### src/gpe_consts.vh
`ifndef GPE_CONSTS_VH
`define GPE_CONSTS_VH

// ==========================================================
// register offsets
`define GPE_OFS_INVERT_B 8'h0C
`define GPE_OFS_INVERT_A 8'h0D
`define GPE_OFS_DIR_B 8'h0E
`define GPE_OFS_DIR_A 8'h0F
`define GPE_OFS_DATA_B 8'h10
`define GPE_OFS_DATA_A 8'h11
`define GPE_OFS_BLOCK_B 8'h12
`define GPE_OFS_BLOCK_A 8'h13
`define GPE_OFS_SEL_UP_B 8'h14
`define GPE_OFS_SEL_LO_B 8'h15
`define GPE_OFS_SEL_UP_A 8'h16
`define GPE_OFS_SEL_LO_A 8'h17
`define GPE_OFS_ORIGIN_B 8'h18
`define GPE_OFS_ORIGIN_A 8'h19
`define GPE_OFS_SEEN_B 8'h1A
`define GPE_OFS_SEEN_A 8'h1B
`define GPE_OFS_MISC 8'h1F

// ==========================================================
// reset values
`define GPE_RST_DIR 8'hFF
`define GPE_RST_DATA 8'hFF
`define GPE_RST_BLOCK 8'hFF
`define GPE_RST_SEL 8'h00
`define GPE_RST_FLAG 8'h00
`define GPE_RST_INVERT 8'h00
`define GPE_RST_MISC 8'h00

// ==========================================================
// field positions
`define GPE_MISC_AUTOCLR_OFF_BIT 0
`define GPE_MISC_ADDR_FIXED_BIT 1
`define GPE_SEL_RISE_BIT 0
`define GPE_SEL_FALL_BIT 1

// ==========================================================
// serial interface
`define GPE_DEV_ADDR 7'h3E

`endif

### src/gpe_i2c_slave.v
`timescale 1ns/1ps
`default_nettype none

`include "gpe_consts.vh"

module gpe_i2c_slave #(
	parameter [6:0] DEV_ADDR = `GPE_DEV_ADDR
) (
	input wire i_clk,
	input wire i_rst_n,
	input wire i_scl,
	input wire i_sda,
	input wire i_addr_fixed,
	input wire [7:0] i_rd_data,
	output reg o_sda_oe,
	output reg [7:0] o_reg_ptr,
	output reg [7:0] o_acc_addr,
	output reg o_wr_stb,
	output reg [7:0] o_wr_data,
	output reg o_rd_stb
);

	localparam [8:0] S_IDLE = 9'h001;
	localparam [8:0] S_DEV = 9'h002;
	localparam [8:0] S_DACK = 9'h004;
	localparam [8:0] S_REG = 9'h008;
	localparam [8:0] S_RACK = 9'h010;
	localparam [8:0] S_WR = 9'h020;
	localparam [8:0] S_WACK = 9'h040;
	localparam [8:0] S_RD = 9'h080;
	localparam [8:0] S_MACK = 9'h100;

	reg [8:0] state_r;
	reg [3:0] cnt_r;
	reg [7:0] shift_r;
	reg rw_r;
	reg nack_r;
	reg scl_d_r;
	reg sda_d_r;

	wire scl_rise = i_scl & ~scl_d_r;
	wire scl_fall = ~i_scl & scl_d_r;
	wire start_c = i_scl & scl_d_r & sda_d_r & ~i_sda;
	wire stop_c = i_scl & scl_d_r & ~sda_d_r & i_sda;
	wire load_rd = scl_fall & (((state_r == S_DACK) & rw_r) | ((state_r == S_MACK) & ~nack_r));
	wire [7:0] ptr_inc = i_addr_fixed ? o_reg_ptr : o_reg_ptr + 8'h01;

	// ==========================================================
	// byte engine; sda is only ever pulled low
	always @(posedge i_clk or negedge i_rst_n) begin
		if (!i_rst_n) begin
			state_r <= S_IDLE;
			cnt_r <= 4'h0;
			shift_r <= 8'h00;
			rw_r <= 1'b0;
			nack_r <= 1'b0;
			scl_d_r <= 1'b1;
			sda_d_r <= 1'b1;
			o_sda_oe <= 1'b0;
			o_reg_ptr <= 8'h00;
			o_acc_addr <= 8'h00;
			o_wr_stb <= 1'b0;
			o_wr_data <= 8'h00;
			o_rd_stb <= 1'b0;
		end else begin
			scl_d_r <= i_scl;
			sda_d_r <= i_sda;
			o_wr_stb <= 1'b0;
			o_rd_stb <= 1'b0;
			if (start_c) begin
				state_r <= S_DEV;
				cnt_r <= 4'h0;
				o_sda_oe <= 1'b0;
			end else if (stop_c) begin
				state_r <= S_IDLE;
				o_sda_oe <= 1'b0;
			end else if (load_rd) begin
				// read side effects fire when the byte is fetched
				shift_r <= i_rd_data;
				o_sda_oe <= ~i_rd_data[7];
				o_acc_addr <= o_reg_ptr;
				o_rd_stb <= 1'b1;
				o_reg_ptr <= ptr_inc;
				cnt_r <= 4'h0;
				state_r <= S_RD;
			end else begin
				case (state_r)
					S_DEV, S_REG, S_WR: begin
						if (scl_rise) begin
							shift_r <= {shift_r[6:0], i_sda};
							cnt_r <= cnt_r + 4'h1;
						end else if (scl_fall && cnt_r == 4'h8) begin
							cnt_r <= 4'h0;
							if (state_r == S_DEV) begin
								if (shift_r[7:1] == DEV_ADDR) begin
									rw_r <= shift_r[0];
									o_sda_oe <= 1'b1;
									state_r <= S_DACK;
								end else begin
									state_r <= S_IDLE;
								end
							end else if (state_r == S_REG) begin
								o_reg_ptr <= shift_r;
								o_sda_oe <= 1'b1;
								state_r <= S_RACK;
							end else begin
								o_acc_addr <= o_reg_ptr;
								o_wr_data <= shift_r;
								o_wr_stb <= 1'b1;
								o_sda_oe <= 1'b1;
								state_r <= S_WACK;
							end
						end
					end
					S_DACK, S_RACK, S_WACK: begin
						if (scl_fall) begin
							o_sda_oe <= 1'b0;
							if (state_r == S_DACK) begin
								state_r <= S_REG;
							end else begin
								state_r <= S_WR;
							end
							if (state_r == S_WACK) begin
								o_reg_ptr <= ptr_inc;
							end
						end
					end
					S_RD: begin
						if (scl_fall) begin
							if (cnt_r == 4'h7) begin
								o_sda_oe <= 1'b0;
								state_r <= S_MACK;
							end else begin
								shift_r <= {shift_r[6:0], 1'b0};
								o_sda_oe <= ~shift_r[6];
								cnt_r <= cnt_r + 4'h1;
							end
						end
					end
					S_MACK: begin
						if (scl_rise) begin
							nack_r <= i_sda;
						end else if (scl_fall) begin
							state_r <= S_IDLE;
						end
					end
					default: begin
						state_r <= S_IDLE;
					end
				endcase
			end
		end
	end

endmodule // gpe_i2c_slave

`default_nettype wire

### src/gpe_bank_top.v
// Function
// - direction 0 output, 1 input; reset inputs
// - data write drives output lines; reset ones
// - data read returns present pin levels
// - only input lines may raise interrupt
// - mask 0 passes, 1 blocks; reset masked
// - code 00 none, 01 rise, 10 fall, 11 both
// - four codes per byte, high io top
// - matching edge sets event bit regardless mask
// - matching unmasked edge on an input line sets source bit
// - source write one clears source and event
// - event write one clears event and source
// - interrupt releases when all sources clear
// - sense change clears that event bit
// - source and event reset to zero
// - inversion flips data bit; edges use it
// - autoclear on: data read clears sources

`timescale 1ns/1ps
`default_nettype none

`include "gpe_consts.vh"

module gpe_bank_top #(
	parameter NUM_IO = 16,
	parameter [6:0] DEV_ADDR = `GPE_DEV_ADDR
) (
	input wire i_clk,
	input wire i_reset_n,
	input wire i_scl,
	input wire i_sda,
	output reg o_sda_out,
	output wire o_sda_oe,
	input wire [NUM_IO-1:0] i_io_pin,
	output reg [NUM_IO-1:0] o_io_out,
	output reg [NUM_IO-1:0] o_io_oe,
	output reg o_irq_out_low_active
);

	// ==========================================================
	// reset release and pin synchronisers
	reg rst_s1_r;
	reg rst_n_r;
	reg [NUM_IO-1:0] pin_s1_r;
	reg [NUM_IO-1:0] pin_s2_r;
	reg scl_s1_r;
	reg scl_s2_r;
	reg sda_s1_r;
	reg sda_s2_r;

	always @(posedge i_clk or negedge i_reset_n) begin
		if (!i_reset_n) begin
			rst_s1_r <= 1'b0;
			rst_n_r <= 1'b0;
		end else begin
			rst_s1_r <= 1'b1;
			rst_n_r <= rst_s1_r;
		end
	end

	always @(posedge i_clk or negedge rst_n_r) begin
		if (!rst_n_r) begin
			pin_s1_r <= {NUM_IO{1'b0}};
			pin_s2_r <= {NUM_IO{1'b0}};
			scl_s1_r <= 1'b1;
			scl_s2_r <= 1'b1;
			sda_s1_r <= 1'b1;
			sda_s2_r <= 1'b1;
		end else begin
			pin_s1_r <= i_io_pin;
			pin_s2_r <= pin_s1_r;
			scl_s1_r <= i_scl;
			scl_s2_r <= scl_s1_r;
			sda_s1_r <= i_sda;
			sda_s2_r <= sda_s1_r;
		end
	end

	// ==========================================================
	// register state, bank b in the upper byte
	reg [NUM_IO-1:0] dir_r;
	reg [NUM_IO-1:0] dout_r;
	reg [NUM_IO-1:0] block_r;
	reg [NUM_IO-1:0] invert_r;
	reg [2*NUM_IO-1:0] sel_r;
	reg [NUM_IO-1:0] origin_r;
	reg [NUM_IO-1:0] seen_r;
	reg [NUM_IO-1:0] prev_val_r;
	reg autoclr_off_r;
	reg addr_fixed_r;

	wire [7:0] reg_ptr;
	wire [7:0] acc_addr;
	wire wr_stb;
	wire [7:0] wr_data;
	wire rd_stb;
	wire [7:0] rd_data;

	// ==========================================================
	// serial register port
	gpe_i2c_slave #(
		.DEV_ADDR(DEV_ADDR)
	) u_slave (
		.i_clk(i_clk),
		.i_rst_n(rst_n_r),
		.i_scl(scl_s2_r),
		.i_sda(sda_s2_r),
		.i_addr_fixed(addr_fixed_r),
		.i_rd_data(rd_data),
		.o_sda_oe(o_sda_oe),
		.o_reg_ptr(reg_ptr),
		.o_acc_addr(acc_addr),
		.o_wr_stb(wr_stb),
		.o_wr_data(wr_data),
		.o_rd_stb(rd_stb)
	);

	// ==========================================================
	// data bit view and edge detection
	// polarity applied
	wire [NUM_IO-1:0] val_now = pin_s2_r ^ invert_r;
	wire [NUM_IO-1:0] hit;
	wire [NUM_IO-1:0] sel_chg;
	reg [2*NUM_IO-1:0] sel_nxt;

	genvar gi;
	generate
		for (gi = 0; gi < NUM_IO; gi = gi + 1) begin : g_io
			assign hit[gi] = (sel_r[2*gi+`GPE_SEL_RISE_BIT] & val_now[gi] & ~prev_val_r[gi]) |
				(sel_r[2*gi+`GPE_SEL_FALL_BIT] & ~val_now[gi] & prev_val_r[gi]);
			assign sel_chg[gi] = |(sel_nxt[2*gi+1:2*gi] ^ sel_r[2*gi+1:2*gi]);
		end
	endgenerate

	wire [NUM_IO-1:0] origin_set = hit & ~block_r & dir_r;

	// ==========================================================
	// flag clears and edge select update
	reg [NUM_IO-1:0] origin_clr;
	reg [NUM_IO-1:0] seen_clr;

	always @* begin
		origin_clr = {NUM_IO{1'b0}};
		seen_clr = {NUM_IO{1'b0}};
		sel_nxt = sel_r;
		if (wr_stb) begin
			if (acc_addr == `GPE_OFS_ORIGIN_B) begin
				origin_clr[15:8] = wr_data;
				seen_clr[15:8] = wr_data;
			end else if (acc_addr == `GPE_OFS_ORIGIN_A) begin
				origin_clr[7:0] = wr_data;
				seen_clr[7:0] = wr_data;
			end else if (acc_addr == `GPE_OFS_SEEN_B) begin
				seen_clr[15:8] = wr_data;
				origin_clr[15:8] = wr_data;
			end else if (acc_addr == `GPE_OFS_SEEN_A) begin
				seen_clr[7:0] = wr_data;
				origin_clr[7:0] = wr_data;
			end else if (acc_addr == `GPE_OFS_SEL_UP_B) begin
				sel_nxt[31:24] = wr_data;
			end else if (acc_addr == `GPE_OFS_SEL_LO_B) begin
				sel_nxt[23:16] = wr_data;
			end else if (acc_addr == `GPE_OFS_SEL_UP_A) begin
				sel_nxt[15:8] = wr_data;
			end else if (acc_addr == `GPE_OFS_SEL_LO_A) begin
				sel_nxt[7:0] = wr_data;
			end
		end
		if (rd_stb && !autoclr_off_r) begin
			if (acc_addr == `GPE_OFS_DATA_B) begin
				origin_clr[15:8] = 8'hFF;
			end else if (acc_addr == `GPE_OFS_DATA_A) begin
				origin_clr[7:0] = 8'hFF;
			end
		end
	end

	wire [NUM_IO-1:0] seen_nxt = (seen_r & ~(seen_clr | sel_chg)) | hit;
	wire [NUM_IO-1:0] origin_nxt = (origin_r & ~origin_clr) | origin_set;

	// ==========================================================
	// register file
	// misc reset kept as a byte so single bits can be picked out
	localparam [7:0] MISC_RST = `GPE_RST_MISC;

	always @(posedge i_clk or negedge rst_n_r) begin
		if (!rst_n_r) begin
			dir_r <= {`GPE_RST_DIR, `GPE_RST_DIR};
			dout_r <= {`GPE_RST_DATA, `GPE_RST_DATA};
			block_r <= {`GPE_RST_BLOCK, `GPE_RST_BLOCK};
			invert_r <= {`GPE_RST_INVERT, `GPE_RST_INVERT};
			sel_r <= {`GPE_RST_SEL, `GPE_RST_SEL, `GPE_RST_SEL, `GPE_RST_SEL};
			origin_r <= {`GPE_RST_FLAG, `GPE_RST_FLAG};
			seen_r <= {`GPE_RST_FLAG, `GPE_RST_FLAG};
			prev_val_r <= {NUM_IO{1'b0}};
			autoclr_off_r <= MISC_RST[`GPE_MISC_AUTOCLR_OFF_BIT];
			addr_fixed_r <= MISC_RST[`GPE_MISC_ADDR_FIXED_BIT];
		end else begin
			// first sample after reset only primes history
			prev_val_r <= val_now;
			sel_r <= sel_nxt;
			seen_r <= seen_nxt;
			origin_r <= origin_nxt;
			if (wr_stb) begin
				if (acc_addr == `GPE_OFS_DIR_B) begin
					dir_r[15:8] <= wr_data;
				end else if (acc_addr == `GPE_OFS_DIR_A) begin
					dir_r[7:0] <= wr_data;
				end else if (acc_addr == `GPE_OFS_DATA_B) begin
					dout_r[15:8] <= wr_data;
				end else if (acc_addr == `GPE_OFS_DATA_A) begin
					dout_r[7:0] <= wr_data;
				end else if (acc_addr == `GPE_OFS_BLOCK_B) begin
					block_r[15:8] <= wr_data;
				end else if (acc_addr == `GPE_OFS_BLOCK_A) begin
					block_r[7:0] <= wr_data;
				end else if (acc_addr == `GPE_OFS_INVERT_B) begin
					invert_r[15:8] <= wr_data;
				end else if (acc_addr == `GPE_OFS_INVERT_A) begin
					invert_r[7:0] <= wr_data;
				end else if (acc_addr == `GPE_OFS_MISC) begin
					autoclr_off_r <= wr_data[`GPE_MISC_AUTOCLR_OFF_BIT];
					addr_fixed_r <= wr_data[`GPE_MISC_ADDR_FIXED_BIT];
				end
			end
		end
	end

	// ==========================================================
	// read mux
	function [7:0] reg_read;
		input [7:0] addr;
		begin
			reg_read = 8'h00;
			if (addr == `GPE_OFS_INVERT_B) begin
				reg_read = invert_r[15:8];
			end else if (addr == `GPE_OFS_INVERT_A) begin
				reg_read = invert_r[7:0];
			end else if (addr == `GPE_OFS_DIR_B) begin
				reg_read = dir_r[15:8];
			end else if (addr == `GPE_OFS_DIR_A) begin
				reg_read = dir_r[7:0];
			end else if (addr == `GPE_OFS_DATA_B) begin
				reg_read = val_now[15:8];
			end else if (addr == `GPE_OFS_DATA_A) begin
				reg_read = val_now[7:0];
			end else if (addr == `GPE_OFS_BLOCK_B) begin
				reg_read = block_r[15:8];
			end else if (addr == `GPE_OFS_BLOCK_A) begin
				reg_read = block_r[7:0];
			end else if (addr == `GPE_OFS_SEL_UP_B) begin
				reg_read = sel_r[31:24];
			end else if (addr == `GPE_OFS_SEL_LO_B) begin
				reg_read = sel_r[23:16];
			end else if (addr == `GPE_OFS_SEL_UP_A) begin
				reg_read = sel_r[15:8];
			end else if (addr == `GPE_OFS_SEL_LO_A) begin
				reg_read = sel_r[7:0];
			end else if (addr == `GPE_OFS_ORIGIN_B) begin
				reg_read = origin_r[15:8];
			end else if (addr == `GPE_OFS_ORIGIN_A) begin
				reg_read = origin_r[7:0];
			end else if (addr == `GPE_OFS_SEEN_B) begin
				reg_read = seen_r[15:8];
			end else if (addr == `GPE_OFS_SEEN_A) begin
				reg_read = seen_r[7:0];
			end else if (addr == `GPE_OFS_MISC) begin
				reg_read = {6'h00, addr_fixed_r, autoclr_off_r};
			end
		end
	endfunction

	assign rd_data = reg_read(reg_ptr);

	// ==========================================================
	// pin and interrupt outputs
	always @(posedge i_clk or negedge rst_n_r) begin
		if (!rst_n_r) begin
			o_sda_out <= 1'b0;
			o_io_out <= {`GPE_RST_DATA, `GPE_RST_DATA};
			o_io_oe <= {NUM_IO{1'b0}};
			o_irq_out_low_active <= 1'b1;
		end else begin
			o_sda_out <= 1'b0;
			o_io_out <= dout_r ^ invert_r;
			o_io_oe <= ~dir_r;
			o_irq_out_low_active <= ~|origin_nxt;
		end
	end

endmodule // gpe_bank_top

`default_nettype wire

### config.mk
export PLATFORM = sky130hd
export DESIGN_NAME = gpe_bank_top
export DESIGN_NICKNAME = d
export VERILOG_FILES = /design/src/gpe_i2c_slave.v /design/src/gpe_bank_top.v
export VERILOG_INCLUDE_DIRS = /design/src /design/src/src
export SDC_FILE = /design/constraint.sdc
export NUM_CORES = 1
export LEC_CHECK = 0
export ABC_AREA = 0
export BUFFER_PORTS_ARGS = -buffer_cell sky130_fd_sc_hd__buf_2
export CELL_PAD_IN_SITES_DETAIL_PLACEMENT = 1
export CELL_PAD_IN_SITES_GLOBAL_PLACEMENT = 1
export CORE_MARGIN = 5
export CORE_UTILIZATION = 35
export CTS_CLUSTER_SIZE = 30
export DETAILED_ROUTE_END_ITERATION = 10
export PLACE_DENSITY = 0.61
export REMOVE_ABC_BUFFERS = 1
export SYNTH_ARGS = -nofsm -noshare
export SYNTH_HDL_FRONTEND = slang
export SYNTH_SLANG_ARGS = --single-unit
### constraint.sdc
create_clock -name i_clk -period 9.8 [get_ports i_clk]
set_input_delay 0.98 -clock i_clk [delete_from_list [all_inputs] [get_ports i_clk]]
set_output_delay 0.98 -clock i_clk [all_outputs]
set_load 0.01 [all_outputs]
==> summary.txt <==
Routing
  – Final ANT Viol Nets: 0
  – Drt drc: 0
  – Routed WL: 43.3 mm
  – Vias per cell: about 5.6
  – Wire per inst: 25.0 um
  – Via count: 9675
  – Initial drt markers: 665
  – Pre-antenna DRT Iters: 5

Floorplanning
  – Area of the core: ~36000 um^2
  – IO Count: 55
  – Chip width: 201 um
  – Site Rows: 70
  – Die footprint: 40500 um^2
  – Die height: 201 um
  – Initial core utilization: 0.352

Setup path
  – Worst path bufs/invs: 1
  – CP Capture Type: flip-flop
  – Crit path max-delay family: compound AO/OA/AOI/OAI gates
  – Critical path class: flip-flop to flip-flop
  – CP max-delay cell: ha_2
  – Most frequent CP cell: a2111oi_0
  – WP data required: about 10000 ps
  – Crit-path cells: inv_1 > ha_2 > nor2b_1 > a221oi_1 > a2111oi_0 > a2111oi_0 > a211oi_1 > a2111oi_1 > o22a_1
  – CP Max Fanout: 51
  – Critical path arrival: around 4200 ps
  – CP max stage delay: slightly above 800 ps
  – CP Launch Type: flip-flop

Synth
  – Area share of the largest cell type after synthesis: 0.385
  – Yosys warning total: 0
  – Post-synth ARST share: 1.00
  – Cells after Synth: 1200
  – Mapped Area: roughly 13000 um^2
  – Yosys cell types: 77
  – Synth Register Bits: 269
  – Post-synth EDFFs: 0
  – Part of the Yosys area used for sequential elements: 0.533
  – Avg Synthesized Cell Area: 10.7 um^2
  – Synth area leaders: dfrtp_1 39%, dfstp_2 15%, mux2_2 9.1%, xor2_1 4.2%, o21ai_0 3.3%
  – Yosys top cell by area: dfrtp_1
  – Dominant synthesized flop cell: dfrtp_1

Placed design
  – Hpwl dp: 30.4 mm
  – Port bufs: 53
  – Placed inst area: 13500 um^2
  – GPL Wtd Cong: slightly above 0.9

Finish
  – N_diodes: 0
  – Design area: 14700 um^2
  – Area of the multi-input gates: 5540 um^2
  – Syn-to-layout area delta: 15.2%
  – Ratio of cells with drive above 1 in the final layout: 0.269
  – # fillers: 3936
  – FF+latch area: roughly 6800 um^2
  – Layout net count: 1263

Power
  – Reg power frac: 0.450
  – Int Pwr: approximately 2000 uW
  – Pwr Total: 2540 uW
  – Leak: 0.00651 uW
  – Switch share: 0.220
  – Clock power share: 0.531
  – Peak supply drop: 0.135 mV
  – Psw: 558 uW
  – Logic gate share of total power: 0.019
  – Power Density: 172 nW/um^2

STA
  – Worst-Margin Slew: 991 ps
  – Final slew viol count: 0
  – Max Clock Skew: roughly 19 ps
  – Setup TNS: 0 ps
  – Fin crit period: around 3700 ps
  – Hold Slack: approximately 170 ps
  – Endpoints failing setup: 0
  – RSZ-0062 raised after global routing: false
  – Final period utilization: 0.377
  – Worst rel slew slack: 0.339
  – Final Hold Viols: 0
  – Fmax: 270 MHz

Clock tree
  – Clock Pin Slew Worst Setup and Hold Paths: 60 ps
  – Hold buffers post-CTS: 0
  – TritonCTS clock tree: yes
  – # clock sinks: about 270
  – Cts repair resizes: 0
  – Clock Path Buffers: 3
  – CTS buffer count: 31
  – Post-CTS Setup Bufs: 0
  – Clk root buf: clkbuf_16
  – CTS H-tree depth: 1
  – Clock Latency Late Sink: 590 ps

Global routing
  – Initial antenna violation count: 1
  – Vias in the first global route: 10200
  – Grt total ovfl: 0
  – First-pass GRT wire length: 66.0 mm
  – GRT Total Usage: 0.210
  – Largest net degree at the start of global routing: approximately 150

Hold path
  – Hold/Removal Path Class: input port to asynchronous set/reset pin

Run
  – Max-cap violations: 0

Status
  – Status: completed
## logic make-up after synthesis
kind of cell / after synthesis / share of synthesized area
compound gates: 293 / 0.148
xor+xnor: 68 / 0.0465
fa+ha+maj: 6 / 0.00586
buf+inv: 118 / 0.0352
flops: 269 / 0.533
mux: 109 / 0.0953
other cells: 2 / 0.000587
simple gates: 335 / 0.135
## layout by cell type, fill, tap and decap left out, drive strengths merged, types with 6 or more instances in the layout
master,count
dfrtp,197
nand2,115
mux2,103
o21ai,86
a21oi,82
dfstp,72
buf,69
nor2,63
xor2,61
inv,57
clkbuf,34
nand3,29
nor3,19
a31o,18
a32o,16
nand3b,15
nand2b,13
nor2b,12
a221oi,12
nor4,12
a211oi,11
o22ai,11
nor3b,9
nand4,9
bufinv,9
or3,8
clkinv,8
xnor2,7
mux2i,6
and2,6
ha,6
## power by group through the flow
| stage | Clock (uW) | Combinational, uW | Sequential (uW) |
|---|---|---|---|
| 4_1_cts | 1380 | 50.6 | 1140 |
| 3_3_place_gp | 0 | 49.6 | 1160 |
| 3_5_place_dp | 0 | 50.4 | 1160 |
| 6_report | 1350 | 49.0 | 1140 |
| 5_1_grt | 1430 | 56.0 | 1140 |
| 2_1_floorplan | 0 | 17.4 | 1170 |
## through the flow
stage / util / setup slack, ps / cells
global route: 0.406 / 5820 / 1730
finish: 0.406 / 6100 / 1730
floorplan: - / 1870 / 1135
global placement: 0.373 / 6150 / 1672
detailed placement: 0.373 / 6060 / 1672
CTS: 0.406 / 6050 / 1730
## registers in the layout (all words and copies together), names as in the netlist, 8 cells and up
name and cells:
sel_r 32, seen_r 16, dir_r 16, invert_r 16, u_slave.o_reg_ptr 8, pin_s2_r 16, o_io_out 16, u_slave.o_wr_data 8
u_slave.o_acc_addr 8, origin_r 16, u_slave.state_r 9, o_io_oe 16, u_slave.shift_r 8, dout_r 16, prev_val_r 16, block_r 16
pin_s1_r 16
## final cells by class
cell class                 instances  area share
clock buffer                      34      0.0547
clock inverter                    24      0.0262
inverter                          53      0.0135
multi-input combinational        813       0.376
sequential                       269       0.463
tap                              468      0.0397
timing repair buffer              69      0.0270
## metal layers
metal | global-route usage | wire length, um | vias to the layer above
met1 | 0.302 | 19900 | 4973
li1 | - | - | 4360
met4 | 0.0603 | 1180 | 2
met3 | 0.0364 | 2490 | 75
met2 | 0.329 | 19700 | 265
met5 | 0 | 7 | -
## path summary, 6_finish.rpt
check	end	slack [ps]	depth (start not counted)	startpoint
setup / recovery	u_slave.o_sda_oe	6100	9	u_slave.o_reg_ptr[0]
hold / removal	rst_s1_r	170	1	i_reset_n
setup reg to reg	u_slave.o_sda_oe	6100	9	u_slave.o_reg_ptr[0]
hold reg to reg	pin_s2_r[6]	350	0	pin_s1_r[6]
max in group asynchronous	pin_s1_r[15]	8030	1	rst_n_r
min in group i_clk	pin_s2_r[6]	350	0	pin_s1_r[6]
## Yosys cell counts (3+ instances only)
library cell	instances
xor2_1	61
nand3_1	29
clkbuf_1	53
and2_1	5
nand4_1	9
nor2_1	61
nor4_1	9
and3_1	5
nand2b_1	13
nand3b_1	15
nor4b_1	4
o22ai_1	11
nand2_1	113
and4_1	3
nor2b_1	12
a2111oi_0	4
a22oi_1	3
a211oi_1	11
o211ai_1	4
a31oi_1	4
inv_1	53
o2111ai_1	5
a32o_1	16
a21o_1	5
buf_2	3
a31o_2	18
mux2i_1	6
mux2_2	103
a21oi_1	80
xnor2_1	7
buf_1	8
ha_1	6
or3_1	8
o21ai_0	85
dfrtp_1	197
dfstp_2	72
nor3_1	18
a221oi_1	12
o32ai_1	4
nor3b_1	9
or2_2	3
a211o_1	5
Note: power is estimated with default switching activity, not from simulation.
